### src/dms_cfg.svh
// Constants for the data-path mux select decoder: opcodes, slot, literals, offsets.
// Assumes inclusion by dms_pkg.sv and the test bench before any use.
`ifndef DMS_CFG_SVH
`define DMS_CFG_SVH

// ----------------------------------------
// Timing
// ----------------------------------------
`define DMS_SLOT_T12       4'hc

// ----------------------------------------
// Opcodes
// ----------------------------------------
`define DMS_OP_D0          8'hd0
`define DMS_OP_D1          8'hd1
`define DMS_OP_D2          8'hd2
`define DMS_OP_D3          8'hd3
`define DMS_OP_D4          8'hd4
`define DMS_OP_D8          8'hd8
`define DMS_OP_DC          8'hdc
`define DMS_OP_E0          8'he0
`define DMS_OP_E1          8'he1
`define DMS_OP_E2          8'he2
`define DMS_OP_E3          8'he3
`define DMS_OP_E4          8'he4
`define DMS_OP_E8          8'he8
`define DMS_OP_EC          8'hec
`define DMS_OP_F0          8'hf0
`define DMS_OP_F1          8'hf1
`define DMS_OP_F2          8'hf2
`define DMS_OP_F3          8'hf3
`define DMS_OP_F4          8'hf4
`define DMS_OP_F8          8'hf8
`define DMS_OP_ERE_SET     8'hb7
`define DMS_OP_ERE_CLR     8'hbf

// ----------------------------------------
// Hard-wired characters and fixed address
// ----------------------------------------
`define DMS_PAD_CHAR       8'hff
`define DMS_ACK_CHAR       8'h0e
`define DMS_KS_RAM_ADDR    8'h30

// ----------------------------------------
// Register map and reset values
// ----------------------------------------
`define DMS_OFS_CTRL       4'h0
`define DMS_OFS_STATUS     4'h4
`define DMS_OFS_LASTOP     4'h8
`define DMS_CTRL_RST       1'h1

`endif

### src/dms_pkg.sv
// Types shared by the data-path mux select decoder.
// Assumes dms_cfg.svh sits in the same folder.
`default_nettype none
`include "dms_cfg.svh"

package dms_pkg;

	// ----------------------------------------
	// Mux source enumerations
	// ----------------------------------------
	typedef enum logic [2:0] {RAM_A, RAM_B, RAM_JDR, RAM_FDR, RAM_KS, RAM_RX, RAM_RFS} dms_ram_sel_t;
	typedef enum logic [1:0] {FO_A, FO_B, FO_JDR, FO_FDR} dms_fo_sel_t;
	typedef enum logic [2:0] {RFS_A, RFS_C0, RFS_C4, RFS_C8, RFS_C12} dms_rfs_sel_t;

	// ----------------------------------------
	// All held selections
	// ----------------------------------------
	typedef struct packed {
		dms_ram_sel_t ram;
		dms_fo_sel_t  fo;
		logic [1:0]   rx;   // [1] first select line, [0] second
		logic [1:0]   tx;   // [0] TM1, [1] TM2
		dms_rfs_sel_t refresh_store;
		logic         tbs;  // Test-bit stage: 1 = A register
	} dms_sel_t;

endpackage : dms_pkg

`default_nettype wire

### src/dms_decoder.sv
// Data-path mux select decoder with its AXI4-Lite control and status registers.
// Assumes opcodes and timing slots come from a sequencer on i_mclk.
//
// Summary of operation
// - D0 at slot T12 routes A register through first-operand and RAM input mux.
// - D3 is like D0 but selects the field definition register.
// - D4 at T12 passes keystroke data to RAM, stored at location 30.
// - D8 at T12 passes the twelve-bit received word into RAM.
// - DC passes eight-bit refresh storage read data into RAM.
// - E0 to E3 drive a two-bit receive select code to the far mux.
// - E0 sets receive code 00: terminal address information.
// - E0 also sets transmit select 000: pad character FF.
// - E1 sets receive code 10: receiver status information.
// - E2 sets receive code 01: eight received character bits.
// - E3 sets receive code 11: check character plus four character bits.
// - E4 sets transmit select 100: acknowledge character 0E.
// - E8 sets transmit select 010: first-operand bits 4 to 11.
// - EC sets transmit select 110: first-operand bits 0 to 3.
// - Error display enable latch drives the top transmit select line.
// - With error display on, transmit mux passes A register combinations.
// - F0 to F4 choose refresh write data; F0 gives A bits 0-7.
// - Nibble selections put C nibble on bits 0-3, bits 4-7 one.
// - Last selection puts C bit 12 on bit 0, bits 1-7 zero.
// - F8 leaves refresh data alone and selects A register for test bits.
// - Test-bit first stage takes status on F0 and A register on F8.
//
// The AXI4-Lite register port and the address map were left to the implementer.
`default_nettype none

module dms_decoder
	import dms_pkg::*;
#(
	parameter int W = 12
)(
	// Clock and reset
	input  wire logic          i_mclk,
	input  wire logic          i_sys_rst,
	// Sequencer
	input  wire logic [7:0]    i_opcode,
	input  wire logic          i_op_valid,
	input  wire logic [3:0]    i_tslot,
	// Data sources
	input  wire logic [W-1:0]  i_a_reg_bits,
	input  wire logic [W-1:0]  i_b_reg_bits,
	input  wire logic [W-1:0]  i_job_def_reg,
	input  wire logic [W-1:0]  i_field_def_reg,
	input  wire logic [W:0]    i_c_reg_bits,
	input  wire logic [7:0]    i_keystroke,
	input  wire logic [W-1:0]  i_received_word,
	input  wire logic [7:0]    i_refresh_read_bus,
	input  wire logic [W-1:0]  i_status_bits,
	// Mux selections and data
	output logic [W-1:0]       o_first_operand_bits,
	output logic [W-1:0]       o_ram_in_data,
	output logic               o_ram_addr_fixed,
	output logic [7:0]         o_ram_fixed_addr,
	output logic               o_rx_select_a,
	output logic               o_rx_select_b,
	output logic [2:0]         o_tx_select_lines,
	output logic [7:0]         o_tx_char_bits,
	output logic               o_error_display_enable,
	output logic [7:0]         o_refresh_write_bus,
	output logic               o_test_bit_selector,
	output logic [W-1:0]       o_test_bit_data,
	// AXI4-Lite slave
	input  wire logic [3:0]    s_axi_awaddr,
	input  wire logic          s_axi_awvalid,
	output logic               s_axi_awready,
	input  wire logic [31:0]   s_axi_wdata,
	input  wire logic [3:0]    s_axi_wstrb,
	input  wire logic          s_axi_wvalid,
	output logic               s_axi_wready,
	output logic [1:0]         s_axi_bresp,
	output logic               s_axi_bvalid,
	input  wire logic          s_axi_bready,
	input  wire logic [3:0]    s_axi_araddr,
	input  wire logic          s_axi_arvalid,
	output logic               s_axi_arready,
	output logic [31:0]        s_axi_rdata,
	output logic [1:0]         s_axi_rresp,
	output logic               s_axi_rvalid,
	input  wire logic          s_axi_rready
);

	// Refuse widths that the fixed bit slices below cannot serve
	if (W != 12)
		$error("dms_decoder serves twelve-bit registers only");

	// ----------------------------------------
	// Decode strobe
	// ----------------------------------------
	logic       dec_en;
	logic       error_display_enable;
	logic [7:0] last_op;
	dms_sel_t   sel;
	logic       exec;
	// Opcodes act only at slot T12 and while software enables decoding
	assign exec = i_op_valid && (i_tslot == `DMS_SLOT_T12) && dec_en;

	// ----------------------------------------
	// Selection latches
	// ----------------------------------------
	// RAM input and first-operand selections
	always_ff @(posedge i_mclk)
	begin
		if (i_sys_rst)
		begin
			sel.ram <= RAM_A;
			sel.fo  <= FO_A;
		end
		else if (exec)
		begin
			unique case (i_opcode)
				`DMS_OP_D0: begin sel.ram <= RAM_A;   sel.fo <= FO_A;   end
				`DMS_OP_D1: begin sel.ram <= RAM_B;   sel.fo <= FO_B;   end
				`DMS_OP_D2: begin sel.ram <= RAM_JDR; sel.fo <= FO_JDR; end
				`DMS_OP_D3: begin sel.ram <= RAM_FDR; sel.fo <= FO_FDR; end
				`DMS_OP_D4: sel.ram <= RAM_KS;
				`DMS_OP_D8: sel.ram <= RAM_RX;
				`DMS_OP_DC: sel.ram <= RAM_RFS;
				default: ;
			endcase
		end
	end

	// Receive and transmit selections
	always_ff @(posedge i_mclk)
	begin
		if (i_sys_rst)
		begin
			sel.rx <= 2'h0;
			sel.tx <= 2'h0;
		end
		else if (exec)
		begin
			unique case (i_opcode)
				`DMS_OP_E0: begin sel.rx <= 2'h0; sel.tx <= 2'h0; end
				`DMS_OP_E1: sel.rx <= 2'h2;
				`DMS_OP_E2: sel.rx <= 2'h1;
				`DMS_OP_E3: sel.rx <= 2'h3;
				`DMS_OP_E4: sel.tx <= 2'h1;
				`DMS_OP_E8: sel.tx <= 2'h2;
				`DMS_OP_EC: sel.tx <= 2'h3;
				default: ;
			endcase
		end
	end

	// Refresh write and test-bit selections; F8 leaves the refresh source alone
	always_ff @(posedge i_mclk)
	begin
		if (i_sys_rst)
		begin
			sel.refresh_store <= RFS_A;
			sel.tbs <= 1'b0;
		end
		else if (exec)
		begin
			unique case (i_opcode)
				`DMS_OP_F0: begin sel.refresh_store <= RFS_A; sel.tbs <= 1'b0; end
				`DMS_OP_F1: sel.refresh_store <= RFS_C0;
				`DMS_OP_F2: sel.refresh_store <= RFS_C4;
				`DMS_OP_F3: sel.refresh_store <= RFS_C8;
				`DMS_OP_F4: sel.refresh_store <= RFS_C12;
				`DMS_OP_F8: sel.tbs <= 1'b1;
				default: ;
			endcase
		end
	end

	// Error display enable latch
	always_ff @(posedge i_mclk)
	begin
		if (i_sys_rst)
			error_display_enable <= 1'b0;
		else if (exec && (i_opcode == `DMS_OP_ERE_SET || i_opcode == `DMS_OP_ERE_CLR))
			error_display_enable <= (i_opcode == `DMS_OP_ERE_SET);
	end

	// Last opcode accepted, for software
	always_ff @(posedge i_mclk)
	begin
		if (i_sys_rst)
			last_op <= 8'h00;
		else if (exec)
			last_op <= i_opcode;
	end

	// ----------------------------------------
	// Data multiplexers
	// ----------------------------------------
	function automatic logic [W-1:0] fo_pick(input dms_fo_sel_t s, input logic [W-1:0] a, b, j, f);
		unique case (s)
			FO_A:   fo_pick = a;
			FO_B:   fo_pick = b;
			FO_JDR: fo_pick = j;
			FO_FDR: fo_pick = f;
		endcase
	endfunction : fo_pick

	wire logic [W-1:0] fo_now = fo_pick(sel.fo, i_a_reg_bits, i_b_reg_bits, i_job_def_reg, i_field_def_reg);

	// First-operand and RAM input data
	always_ff @(posedge i_mclk)
	begin
		if (i_sys_rst)
		begin
			o_first_operand_bits <= 12'h000;
			o_ram_in_data        <= 12'h000;
		end
		else
		begin
			o_first_operand_bits <= fo_now;
			unique case (sel.ram)
				RAM_KS:  o_ram_in_data <= {4'h0, i_keystroke};
				RAM_RX:  o_ram_in_data <= i_received_word;
				RAM_RFS: o_ram_in_data <= {4'h0, i_refresh_read_bus};
				default: o_ram_in_data <= fo_now;
			endcase
		end
	end

	// Transmit character; error display swaps in A register combinations
	always_ff @(posedge i_mclk)
	begin
		if (i_sys_rst)
			o_tx_char_bits <= `DMS_PAD_CHAR;
		else if (error_display_enable)
		begin
			unique case (sel.tx)
				2'h0: o_tx_char_bits <= i_a_reg_bits[7:0];
				2'h1: o_tx_char_bits <= {4'h0, i_a_reg_bits[11:8]};
				2'h2: o_tx_char_bits <= i_a_reg_bits[11:4];
				2'h3: o_tx_char_bits <= {i_a_reg_bits[3:0], 4'h0};
			endcase
		end
		else
		begin
			unique case (sel.tx)
				2'h0: o_tx_char_bits <= `DMS_PAD_CHAR;
				2'h1: o_tx_char_bits <= `DMS_ACK_CHAR;
				2'h2: o_tx_char_bits <= fo_now[11:4];
				2'h3: o_tx_char_bits <= {4'h0, fo_now[3:0]};
			endcase
		end
	end

	// Refresh write data and test-bit first stage
	always_ff @(posedge i_mclk)
	begin
		if (i_sys_rst)
		begin
			o_refresh_write_bus <= 8'h00;
			o_test_bit_data     <= 12'h000;
		end
		else
		begin
			unique case (sel.refresh_store)
				RFS_A:   o_refresh_write_bus <= i_a_reg_bits[7:0];
				RFS_C0:  o_refresh_write_bus <= {4'hf, i_c_reg_bits[3:0]};
				RFS_C4:  o_refresh_write_bus <= {4'hf, i_c_reg_bits[7:4]};
				RFS_C8:  o_refresh_write_bus <= {4'hf, i_c_reg_bits[11:8]};
				RFS_C12: o_refresh_write_bus <= {7'h00, i_c_reg_bits[12]};
				default: o_refresh_write_bus <= 8'h00;
			endcase
			o_test_bit_data <= sel.tbs ? i_a_reg_bits : i_status_bits;
		end
	end

	// Select lines straight from the latches; the fixed RAM address is the constant keystroke location
	assign o_rx_select_a          = sel.rx[1];
	assign o_rx_select_b          = sel.rx[0];
	assign o_tx_select_lines      = {error_display_enable, sel.tx[1], sel.tx[0]};
	assign o_error_display_enable = error_display_enable;
	assign o_test_bit_selector    = sel.tbs;
	assign o_ram_addr_fixed       = (sel.ram == RAM_KS);
	assign o_ram_fixed_addr       = `DMS_KS_RAM_ADDR;

	// ----------------------------------------
	// AXI4-Lite slave
	// ----------------------------------------
	// Write taken when address and data are both offered and no response is pending
	assign s_axi_awready = s_axi_awvalid && s_axi_wvalid && !s_axi_bvalid;
	assign s_axi_wready  = s_axi_awready;
	assign s_axi_arready = !s_axi_rvalid;

	// Control register and write response
	always_ff @(posedge i_mclk)
	begin
		if (i_sys_rst)
		begin
			dec_en       <= `DMS_CTRL_RST;
			s_axi_bvalid <= 1'b0;
			s_axi_bresp  <= 2'h0;
		end
		else if (s_axi_awready)
		begin
			s_axi_bvalid <= 1'b1;
			s_axi_bresp  <= (s_axi_awaddr == `DMS_OFS_CTRL) ? 2'h0 : 2'h2;
			if (s_axi_awaddr == `DMS_OFS_CTRL && s_axi_wstrb[0])
				dec_en <= s_axi_wdata[0];
		end
		else if (s_axi_bready)
			s_axi_bvalid <= 1'b0;
	end

	// Read data and response
	always_ff @(posedge i_mclk)
	begin
		if (i_sys_rst)
		begin
			s_axi_rvalid <= 1'b0;
			s_axi_rdata  <= 32'h0000_0000;
			s_axi_rresp  <= 2'h0;
		end
		else if (s_axi_arvalid && s_axi_arready)
		begin
			s_axi_rvalid <= 1'b1;
			s_axi_rresp  <= 2'h0;
			s_axi_rdata  <= 32'h0000_0000;                                // Unmapped reads return zero
			unique case (s_axi_araddr)
				`DMS_OFS_CTRL:   s_axi_rdata <= {31'h0, dec_en};
				`DMS_OFS_STATUS: s_axi_rdata <= {18'h0, error_display_enable, sel};
				`DMS_OFS_LASTOP: s_axi_rdata <= {24'h0, last_op};
				default:         s_axi_rresp <= 2'h2;
			endcase
		end
		else if (s_axi_rready)
			s_axi_rvalid <= 1'b0;
	end

	// ----------------------------------------
	// Assertions
	// ----------------------------------------
	a_d3_fdr_path: assert property (@(posedge i_mclk) disable iff (i_sys_rst)
		exec && i_opcode == `DMS_OP_D3 |-> ##2 o_ram_in_data == $past(i_field_def_reg))
		else $error("D3 did not route the field definition register");
	a_ks_fixed_addr: assert property (@(posedge i_mclk) disable iff (i_sys_rst)
		exec && i_opcode == `DMS_OP_D4 |=> o_ram_addr_fixed && o_ram_fixed_addr == 8'h30)
		else $error("D4 did not select keystroke location");
	a_rx_code_e1: assert property (@(posedge i_mclk) disable iff (i_sys_rst)
		exec && i_opcode == `DMS_OP_E1 |=> o_rx_select_a && !o_rx_select_b)
		else $error("E1 receive code wrong");
	a_rx_code_e2: assert property (@(posedge i_mclk) disable iff (i_sys_rst)
		exec && i_opcode == `DMS_OP_E2 |=> !o_rx_select_a && o_rx_select_b)
		else $error("E2 receive code wrong");
	a_tx_ack_char: assert property (@(posedge i_mclk) disable iff (i_sys_rst)
		exec && i_opcode == `DMS_OP_E4 && !error_display_enable |=> o_tx_select_lines == 3'h1 ##1 o_tx_char_bits == 8'h0e)
		else $error("E4 did not give the acknowledge character");
	a_tx_msb_ere: assert property (@(posedge i_mclk) disable iff (i_sys_rst)
		exec && i_opcode == `DMS_OP_ERE_SET |=> o_tx_select_lines[2] && o_error_display_enable)
		else $error("Error display latch not on top transmit line");
	a_rfs_nibble: assert property (@(posedge i_mclk) disable iff (i_sys_rst)
		sel.refresh_store == RFS_C4 |=> o_refresh_write_bus == {4'hf, $past(i_c_reg_bits[7:4])})
		else $error("Refresh nibble data wrong");
	a_rfs_bit12: assert property (@(posedge i_mclk) disable iff (i_sys_rst)
		exec && i_opcode == `DMS_OP_F4 |-> ##2 o_refresh_write_bus[7:1] == 7'h00)
		else $error("Refresh bit-12 upper bits not zero");
	a_f8_keeps_rfs: assert property (@(posedge i_mclk) disable iff (i_sys_rst)
		exec && i_opcode == `DMS_OP_F8 |=> o_test_bit_selector && $stable(sel.refresh_store))
		else $error("F8 disturbed refresh data or missed test select");
	a_hold_select: assert property (@(posedge i_mclk) disable iff (i_sys_rst)
		!exec |=> $stable(sel) && $stable(error_display_enable))
		else $error("Selection changed without an opcode");

endmodule : dms_decoder

`default_nettype wire

### config.mk
export PLATFORM = sky130hd
export DESIGN_NAME = dms_decoder
export DESIGN_NICKNAME = d
export VERILOG_FILES = /design/src/dms_pkg.sv /design/src/dms_decoder.sv
export VERILOG_INCLUDE_DIRS = /design/src
export SDC_FILE = /design/constraint.sdc
export NUM_CORES = 1
export LEC_CHECK = 0
export BUFFER_PORTS_ARGS = -buffer_cell sky130_fd_sc_hd__buf_2
export CORE_ASPECT_RATIO = 0.75
export CORE_MARGIN = 2
export CORE_UTILIZATION = 45
export CTS_BUF_LIST = sky130_fd_sc_hd__clkbuf_4 sky130_fd_sc_hd__clkbuf_8
export DETAILED_ROUTE_END_ITERATION = 7
export GPL_ROUTABILITY_DRIVEN = 0
export MAX_ROUTING_LAYER = met4
export PLACE_DENSITY_LB_ADDON = 0.12
export SLEW_MARGIN = 20
export SYNTH_ARGS = -nofsm -noshare
export SYNTH_HDL_FRONTEND = slang
export SYNTH_SLANG_ARGS = --single-unit
### constraint.sdc
create_clock -name i_mclk -period 1.7 [get_ports i_mclk]
set_input_delay 0.255 -clock i_mclk [delete_from_list [all_inputs] [get_ports i_mclk]]
set_output_delay 0.255 -clock i_mclk [all_outputs]
set_load 0.01 [all_outputs]
==> impl_results.md, run 1 <==
* H-tree depth at 3
* Synth Area in Simple Gates at 17.7%
* Synth warn at 0
* Die W at 120 um
* Fin. max-slew vios at 0
* F_max at between 600 and 700 MHz
* Main combinational cell family by area after synthesis: simple AND/OR/NAND/NOR gates
* Unrepaired setup endpoints after global routing: false
* Clk_skew at 0.00351 ns
* Worst reg2reg path depth at 4
* Clk slew on worst S/H paths at 0.08 ns
* TritonCTS buffer count at 9
* Outcome: completed
* Max-cap violations at 0
* Vias in the first global route at around 4,000
* Final setup viols at 0
* Critical setup path kind: reg -> out
* Final wirelength at 13,500 um
* CTS root buf: clkbuf_8
* Antenna-violating nets left at 0
* Die Y at 91.0 um
* Max incr delay on CP at ~0.69 ns
* First-pass GRT wire length at 20,700 um
* Clock sink count at 93
* Tightest Hold Check Type: in -> reg
* Share of cells above drive strength 1 at 42.3%
* Grt total ovfl at 0
* Largest area contributor in the netlist: dfxtp_1
* Dpl hpwl at 10,700 um
* Crit-path max FO at 14
* Worst R2R End: o_tx_char_bits[6]
* Startpoint types: register
* Cell Chain, Critical Path: nor3b_1, buf_2
* N_diodes at 0
* Worst hold stages at 3
* Row count at 31
* Hold-fix buffers at CTS at 0
* DIE AREA at 0.0109 mm^2
* Tcrit/Tclk final at 92.8%
* First drt pass iteration count at 5
* PwrDens at 725 mW/mm^2
* Flop-to-flop setup slack at 0.13 ns
* Crit path buf inv count at 1
* Synth Area in Adders at 0%
* Routed vias/inst at 5.20
* Total Power at 0.00427 W
* Post-synth top area share at between 40 and 50%
* CP delay by family, top: flip-flops
* Max VDD drop at around 0.53 mV
* Area delta synth->final at 29.8%
* Synth Register Bits at 93
* DR iter-0 viols at 230
* Required @ worst endpoint at around 1.4 ns
* Synth cell types at 46
* Hold WS at 0.119 ns
* GR Util All Layers at 25.0%
* Syn Inst Count at 476
* Least-Margin Pin Slew at 0.609 ns
* CTS tree: done
* Multi-input gate area at 0.00235 mm^2
* Slew headroom at 59.4%
* Hold worst-path end: dec_en
* Longest Clk Path Bufs at 2
* Setup TNS at 0 ns
* Compound-Gate Fraction of Synth Area at 14.6%
* Hold Fails Final Rpt at 0
* Period minus WS final at 1.58 ns
* Count leader, synth: dfxtp_1
* Fraction of synthesized cell area in xor and xnor cells at 0%
* Skew-Pair Late Insertion Delay at 0.36 ns
* Register area at 0.00186 mm^2
* Synth async-reset ratio at 0%
* Post-synth top cells: dfxtp_1 (93), nor2_1 (57), buf_4 (33), mux2i_1 (30), a21oi_1 (27)
* Mux cell area share after synthesis at 17.0%
* Drt wl/cell at 16.5 um
* Initial core utilization at 46.6%
* Vias at 4,275
* Critical R2R Launch: sel[8]
* Initial antenna violation count at 0
* Port bufs at between 200 and 250
* I/O pin count at 274
* Avg Cell Area, Syn at 9.54 um^2
* EDFF count, synth at 0
* Crit. End Element: output pin
* Layout Nets at 851
* Prevailing post-synth register cell: dfxtp_1
* Sequential share of the synthesized area at between 40 and 50%
* Hold Startpoint: s_axi_wdata[0]
* CP max stage cell: dfxtp_1
* Post-CTS setup buffers at 0
* Synth top area cells: dfxtp_1 (41%), mux4_2 (7.9%), mux2i_1 (6.6%)
* Crit path DAT at 1.32 ns
* Filler cells at around 880
* # DRC at 0
* Post-Syn Area at approximately 0.0045 mm^2
* Largest net degree at the start of global routing at 24
* Core area at between 0.009 and 0.01 mm^2
* P_leak at approximately 2.6 nW
==> worst max-delay path by stage <==
stage,from,slack [ns],cells past startpoint,endpoint
2_1_floorplan,sel[8],0.17,5,o_tx_char_bits[2]
3_3_place_gp,i_tslot[0],0.11,5,o_error_display_enable
3_5_place_dp,i_tslot[0],0.09,5,o_error_display_enable
4_1_cts,sel[11],0.12,2,o_ram_addr_fixed
5_1_grt,sel[11],0.01,2,o_ram_addr_fixed
6_report,sel[11],0.12,2,o_ram_addr_fixed
==> cells in the final DEF, fill, tap and decap left out, types with 12 or more instances in the layout <==
cell type	n
nand2_1	24
mux2i_1	30
buf_2	211
a22oi_1	14
buf_4	29
a21oi_1	27
nor2_1	57
nor2b_1	18
conb_1	28
mux4_2	16
o21ai_0	16
nand3_1	12
dfxtp_1	93
==> timing repair <==
item | CTS | global route
endpoints found under the hold margin | 0 | 0
setup endpoints to repair | 0 | 2
gates resized for setup | 0 | 1
==> per-stage QoR <==
stage	cells	setup WS, ns	instance area (um^2)	utilization (%)
after global routing	822	0.0108	5890	60.5
after global placement	807	0.106	5710	58.6
final	822	0.122	5890	60.5
after detailed placement	807	0.0907	5710	58.6
after floorplan	502	0.171	4640	-
after CTS	822	0.115	5890	60.5
==> kinds of logic (layout without fill, tap and decap cells) <==
logic type / count (synthesis) / in the layout
flip-flops: 93 / 93
buffers and inverters: 74 / 262
multiplexers: 56 / 56
other: 2 / 28
AO/OA/AOI/OAI: 97 / 97
AND/OR/NAND/NOR: 154 / 154
==> layout make-up <==
class,instances,area share [%]
inverter,5,0.319
timing repair buffer,242,22.3
multi-input combinational,335,39.9
tap,132,2.80
clock buffer,9,2.10
sequential,93,31.6
clock inverter,6,0.934
==> metal layers <==
layer / global-route usage, % / wire (um)
met1: 31.9 / 6060
met2: 39.5 / 6300
met3: 6.09 / 991
met4: 7.06 / 199
met5: - / 0
==> report_power, final <==
part	total (W)	internal [W]	switching [W]	leakage [nW]
combinational	0.000611	0.000276	0.000335	1.73
sequential	0.00226	0.00224	0.0000186	0.763
clock	0.00140	0.000658	0.000740	0.0984
total	0.00427	0.00318	0.00109	2.59
==> registers in the layout (all words and copies together), names as in the netlist, 2 cells and up <==
| name | flops |
|---|---|
| last_op | 8 |
| o_first_operand_bits | 12 |
| o_ram_in_data | 12 |
| o_refresh_write_bus | 8 |
| o_test_bit_data | 12 |
| o_tx_char_bits | 8 |
| o_tx_select_lines | 2 |
| s_axi_rdata | 14 |
| sel | 8 |
==> worst reg2reg max path: cells and delay by family (launching register included) <==
| family | cells | cell delay [ns] |
|---|---|---|
| flops | 1 | 0.43 |
| buf+inv | 1 | 0.19 |
| compound gates | 1 | 0.21 |
| mux | 1 | 0.55 |
| simple gates | 1 | 0.08 |
No activity file was read; power rests on OpenSTA's default activity.
==> run 2, diff against run 1 <==
--- a/config.mk
+++ b/config.mk
@@ -9,12 +9,13 @@
 export BUFFER_PORTS_ARGS = -buffer_cell sky130_fd_sc_hd__buf_2
 export CORE_ASPECT_RATIO = 0.75
 export CORE_MARGIN = 2
-export CORE_UTILIZATION = 45
+export CORE_UTILIZATION = 41
 export CTS_BUF_LIST = sky130_fd_sc_hd__clkbuf_4 sky130_fd_sc_hd__clkbuf_8
 export DETAILED_ROUTE_END_ITERATION = 7
 export GPL_ROUTABILITY_DRIVEN = 0
 export MAX_ROUTING_LAYER = met4
-export PLACE_DENSITY_LB_ADDON = 0.12
+export PLACE_DENSITY_LB_ADDON = 0.15
+export RECOVER_POWER = 25
 export SLEW_MARGIN = 20
 export SYNTH_ARGS = -nofsm -noshare
 export SYNTH_HDL_FRONTEND = slang
==> constraint.sdc (replaced) <==
create_clock -name i_mclk -period 1.35 [get_ports i_mclk]
set_input_delay 0.2025 -clock i_mclk [delete_from_list [all_inputs] [get_ports i_mclk]]
set_output_delay 0.2025 -clock i_mclk [all_outputs]
set_load 0.01 [all_outputs]
==> run 2 against run 1 <==
  * The flow now finishes with violations (setup timing)
  * Global-route usage down 1.6 points
  * Power up 39%
  * Sequential power up 26%
  * Cell count up 4.9%
  * Clock skew up 0.0051 ns
  * Via count up 1.9%
  * Cell area up 8.9%
  * Clock power up 62%
  * Routed wire length up 4.0%
  * Sequential share of layout area down 2.4 points
  * Critical path type is now reg -> reg
  * Largest power group unchanged
==> impl_results.md, run 2 (same netlist as run 1, synthesis figures left out) <==
* TritonCTS buffer count at 9 (unchanged)
* Flop-to-flop setup slack at -0.10 ns (was 0.13 ns)
* H-tree depth at 3 (unchanged)
* Routed vias/inst at 5.05 (was 5.20)
* Crit path DAT at 1.70 ns (was 1.32 ns)
* GR Util All Layers at 23.4% (was 25.0%)
* M3 GR Usage at 4.66% (was 6.09%)
* P_leak at 2.77 nW (was 2.59 nW)
* N_diodes at 0 (unchanged)
* Least-Margin Pin Slew at 0.563 ns (was 0.609 ns)
* Max-cap violations at 0 (unchanged)
* # DRC at 0 (unchanged)
* Hold Fails Final Rpt at 0 (unchanged)
* Drt wl/cell at 16.4 um (was 16.5 um)
* Most common cell after layout, fill and taps aside: buf_2 (unchanged)
* Clock sink count at 93 (unchanged)
* Slew headroom at 62.4% (was 59.4%)
* Max VDD drop at 0.444 mV (was 0.533 mV)
* Vias in the first global route at 4,166 (was 3,983)
* Dpl hpwl at 11,000 um (was 10,700 um)
* Area delta synth->final at 41.3% (was 29.8%)
* Register area at 0.00188 mm^2 (was 0.00186 mm^2)
* Hold-fix buffers at CTS at 0 (unchanged)
* Fin util at 59.1% (was 60.5%)
* Longest Clk Path Bufs at 2 (unchanged)
* Required @ worst endpoint at 1.60 ns (was 1.44 ns)
* Port bufs at 211 (unchanged)
* Crit-path max FO at 6 (was 14)
* Antenna-violating nets left at 0 (unchanged)
* F_max at 688 MHz
* Worst R2R End: o_tx_char_bits[0] (was o_tx_char_bits[6])
* Worst reg2reg path depth at 4 (unchanged)
* Grt total ovfl at 0 (unchanged)
* DR iter-0 viols at 360 (was 230)
* Core area at 0.0109 mm^2 (was 0.00974 mm^2)
* Startpoint types: register (unchanged)
* CTS root buf: clkbuf_8 (unchanged)
* Largest net degree at the start of global routing at 24 (unchanged)
* Met2 Usage GRT at 37.8% (was 39.5%)
* I/O pin count at 274 (unchanged)
* Layout Nets at 882 (was 851)
* CTS tree: done (unchanged)
* Final setup viols at 25 (was 0)
* Clk slew on worst S/H paths at 0.08 ns (about the same)
* Global Route met1 Usage at 30.4% (was 31.9%)
* Setup TNS at -1.03 ns (was 0 ns)
* Die W at 126 um (was 120 um)
* DIE AREA at 0.0119 mm^2 (was 0.0109 mm^2)
* Tcrit/Tclk final at 108%
* Final WS setup at -0.104 ns (was 0.122 ns)
* Clk_skew at 0.00857 ns (was 0.00351 ns)
* Period minus WS final at 1.45 ns
* Share of cells above drive strength 1 at 44.5% (was 42.3%)
* Initial core utilization at 41.8% (was 46.6%)
* Vias at 4,357 (was 4,275)
* Critical setup path kind: reg -> reg (was reg -> out)
* Die Y at 95.1 um (was 91.0 um)
* Outcome: complete, but fails checks (was completed)
* First drt pass iteration count at 4 (was 5)
* Critical R2R Launch: sel[8] (unchanged)
* Crit path capture: o_tx_char_bits[0] (was o_ram_addr_fixed)
* Final wirelength at 14,100 um (was 13,500 um)
* First-pass GRT wire length at 21,300 um (was 20,700 um)
* Most frequent cells in the layout: buf_2 (176), dfxtp_1 (86), buf_4 (55) (was buf_2 (211), dfxtp_1 (93), nor2_1 (57))
* Crit. End Element: register (was output pin)
* Initial antenna violation count at 0 (unchanged)
* Multi-input gate area at 0.00253 mm^2 (was 0.00235 mm^2)
* Post-Place Setup Slack at -0.149 ns (was 0.0907 ns)
* Worst hold stages at 3 (unchanged)
* Failing checks: setup timing
* Filler cells at 950 (was 876)
* Row count at 33 (was 31)
* Largest register FFs at 14 (unchanged)
* Most flop-heavy register: s_axi_rdata (unchanged)
* Crit path launch: sel[8] (was sel[11])
* Tightest Hold Check Type: in -> reg (unchanged)
* Unrepaired setup endpoints after global routing: true (was false)
* Skew-Pair Late Insertion Delay at 0.36 ns (about the same)
* Fin. max-slew vios at 0 (unchanged)
* PwrDens at 927 mW/mm^2 (was 725 mW/mm^2)
* GRT busiest layer: met2 (unchanged)
* Total Power at 0.00595 W (was 0.00427 W)
-- run 2: cell count changes in the layout (fill, tap and decap cells not counted), sizes merged --
cell    change
clkbuf     +37
clkinv      -4
buf         -3
bufinv      +2
-- run 2: how the worst min path moves through the flow --
stage	slack, ns	start	end
after CTS	0.06	i_status_bits[7]	o_test_bit_data[7]
after global routing	0.06	i_status_bits[7]	o_test_bit_data[7]
after floorplan	0.32	i_a_reg_bits[4]	o_refresh_write_bus[4]
after global placement	0.44	i_status_bits[7]	o_test_bit_data[7]
after detailed placement	0.45	i_status_bits[7]	o_test_bit_data[7]
final	0.08	i_status_bits[3]	o_test_bit_data[3]
-- run 2: layout make-up --
cell class,count,area share (%)
inverters,5,0.293
repair buffers,273,24.5
well taps,140,2.73
clock inverters,4,1.48
flip-flops and latches,93,29.2
multi-input cells,335,39.4
clock buffers,12,2.38
-- run 2: where the power goes --
group          switching (W)  leakage (nW)  internal [W]
Sequential         0.0000259         0.766       0.00282
Clock               0.000947         0.127       0.00132
Combinational       0.000449          1.88      0.000388
Total                0.00142          2.77       0.00453
-- run 2: worst max-delay path, stage by stage, from the launching register on --
cell and delay (ns):
dfxtp_4 0.41, buf_12 0.14, mux4_2 0.57, o21ai_1 0.14, nand3_1 0.07
-- run 2: repair_timing --
item                                    in CTS  in global routing
pin swaps                                   13                  7
endpoints found under the setup margin      36                 49
endpoints found under the hold margin        0                  0
gates resized for setup                     15                 24
buffers inserted                             4                  3
cloned                                       1                  0
-- run 2: through the flow --
stage               std cells  hold WS [ns]  cell area, um^2
floorplan                 502         0.320             4690
global placement          838         0.439             5960
detailed placement        838         0.446             5960
CTS                       859        0.0584             6330
global route              862        0.0631             6420
finish                    862        0.0834             6420
-- run 2: layer usage --
layer,up-vias,part of all wire (%)
li1,2123,-
met1,2071,45
met2,154,48
met3,9,6.2
met4,0,0.84
met5,-,0
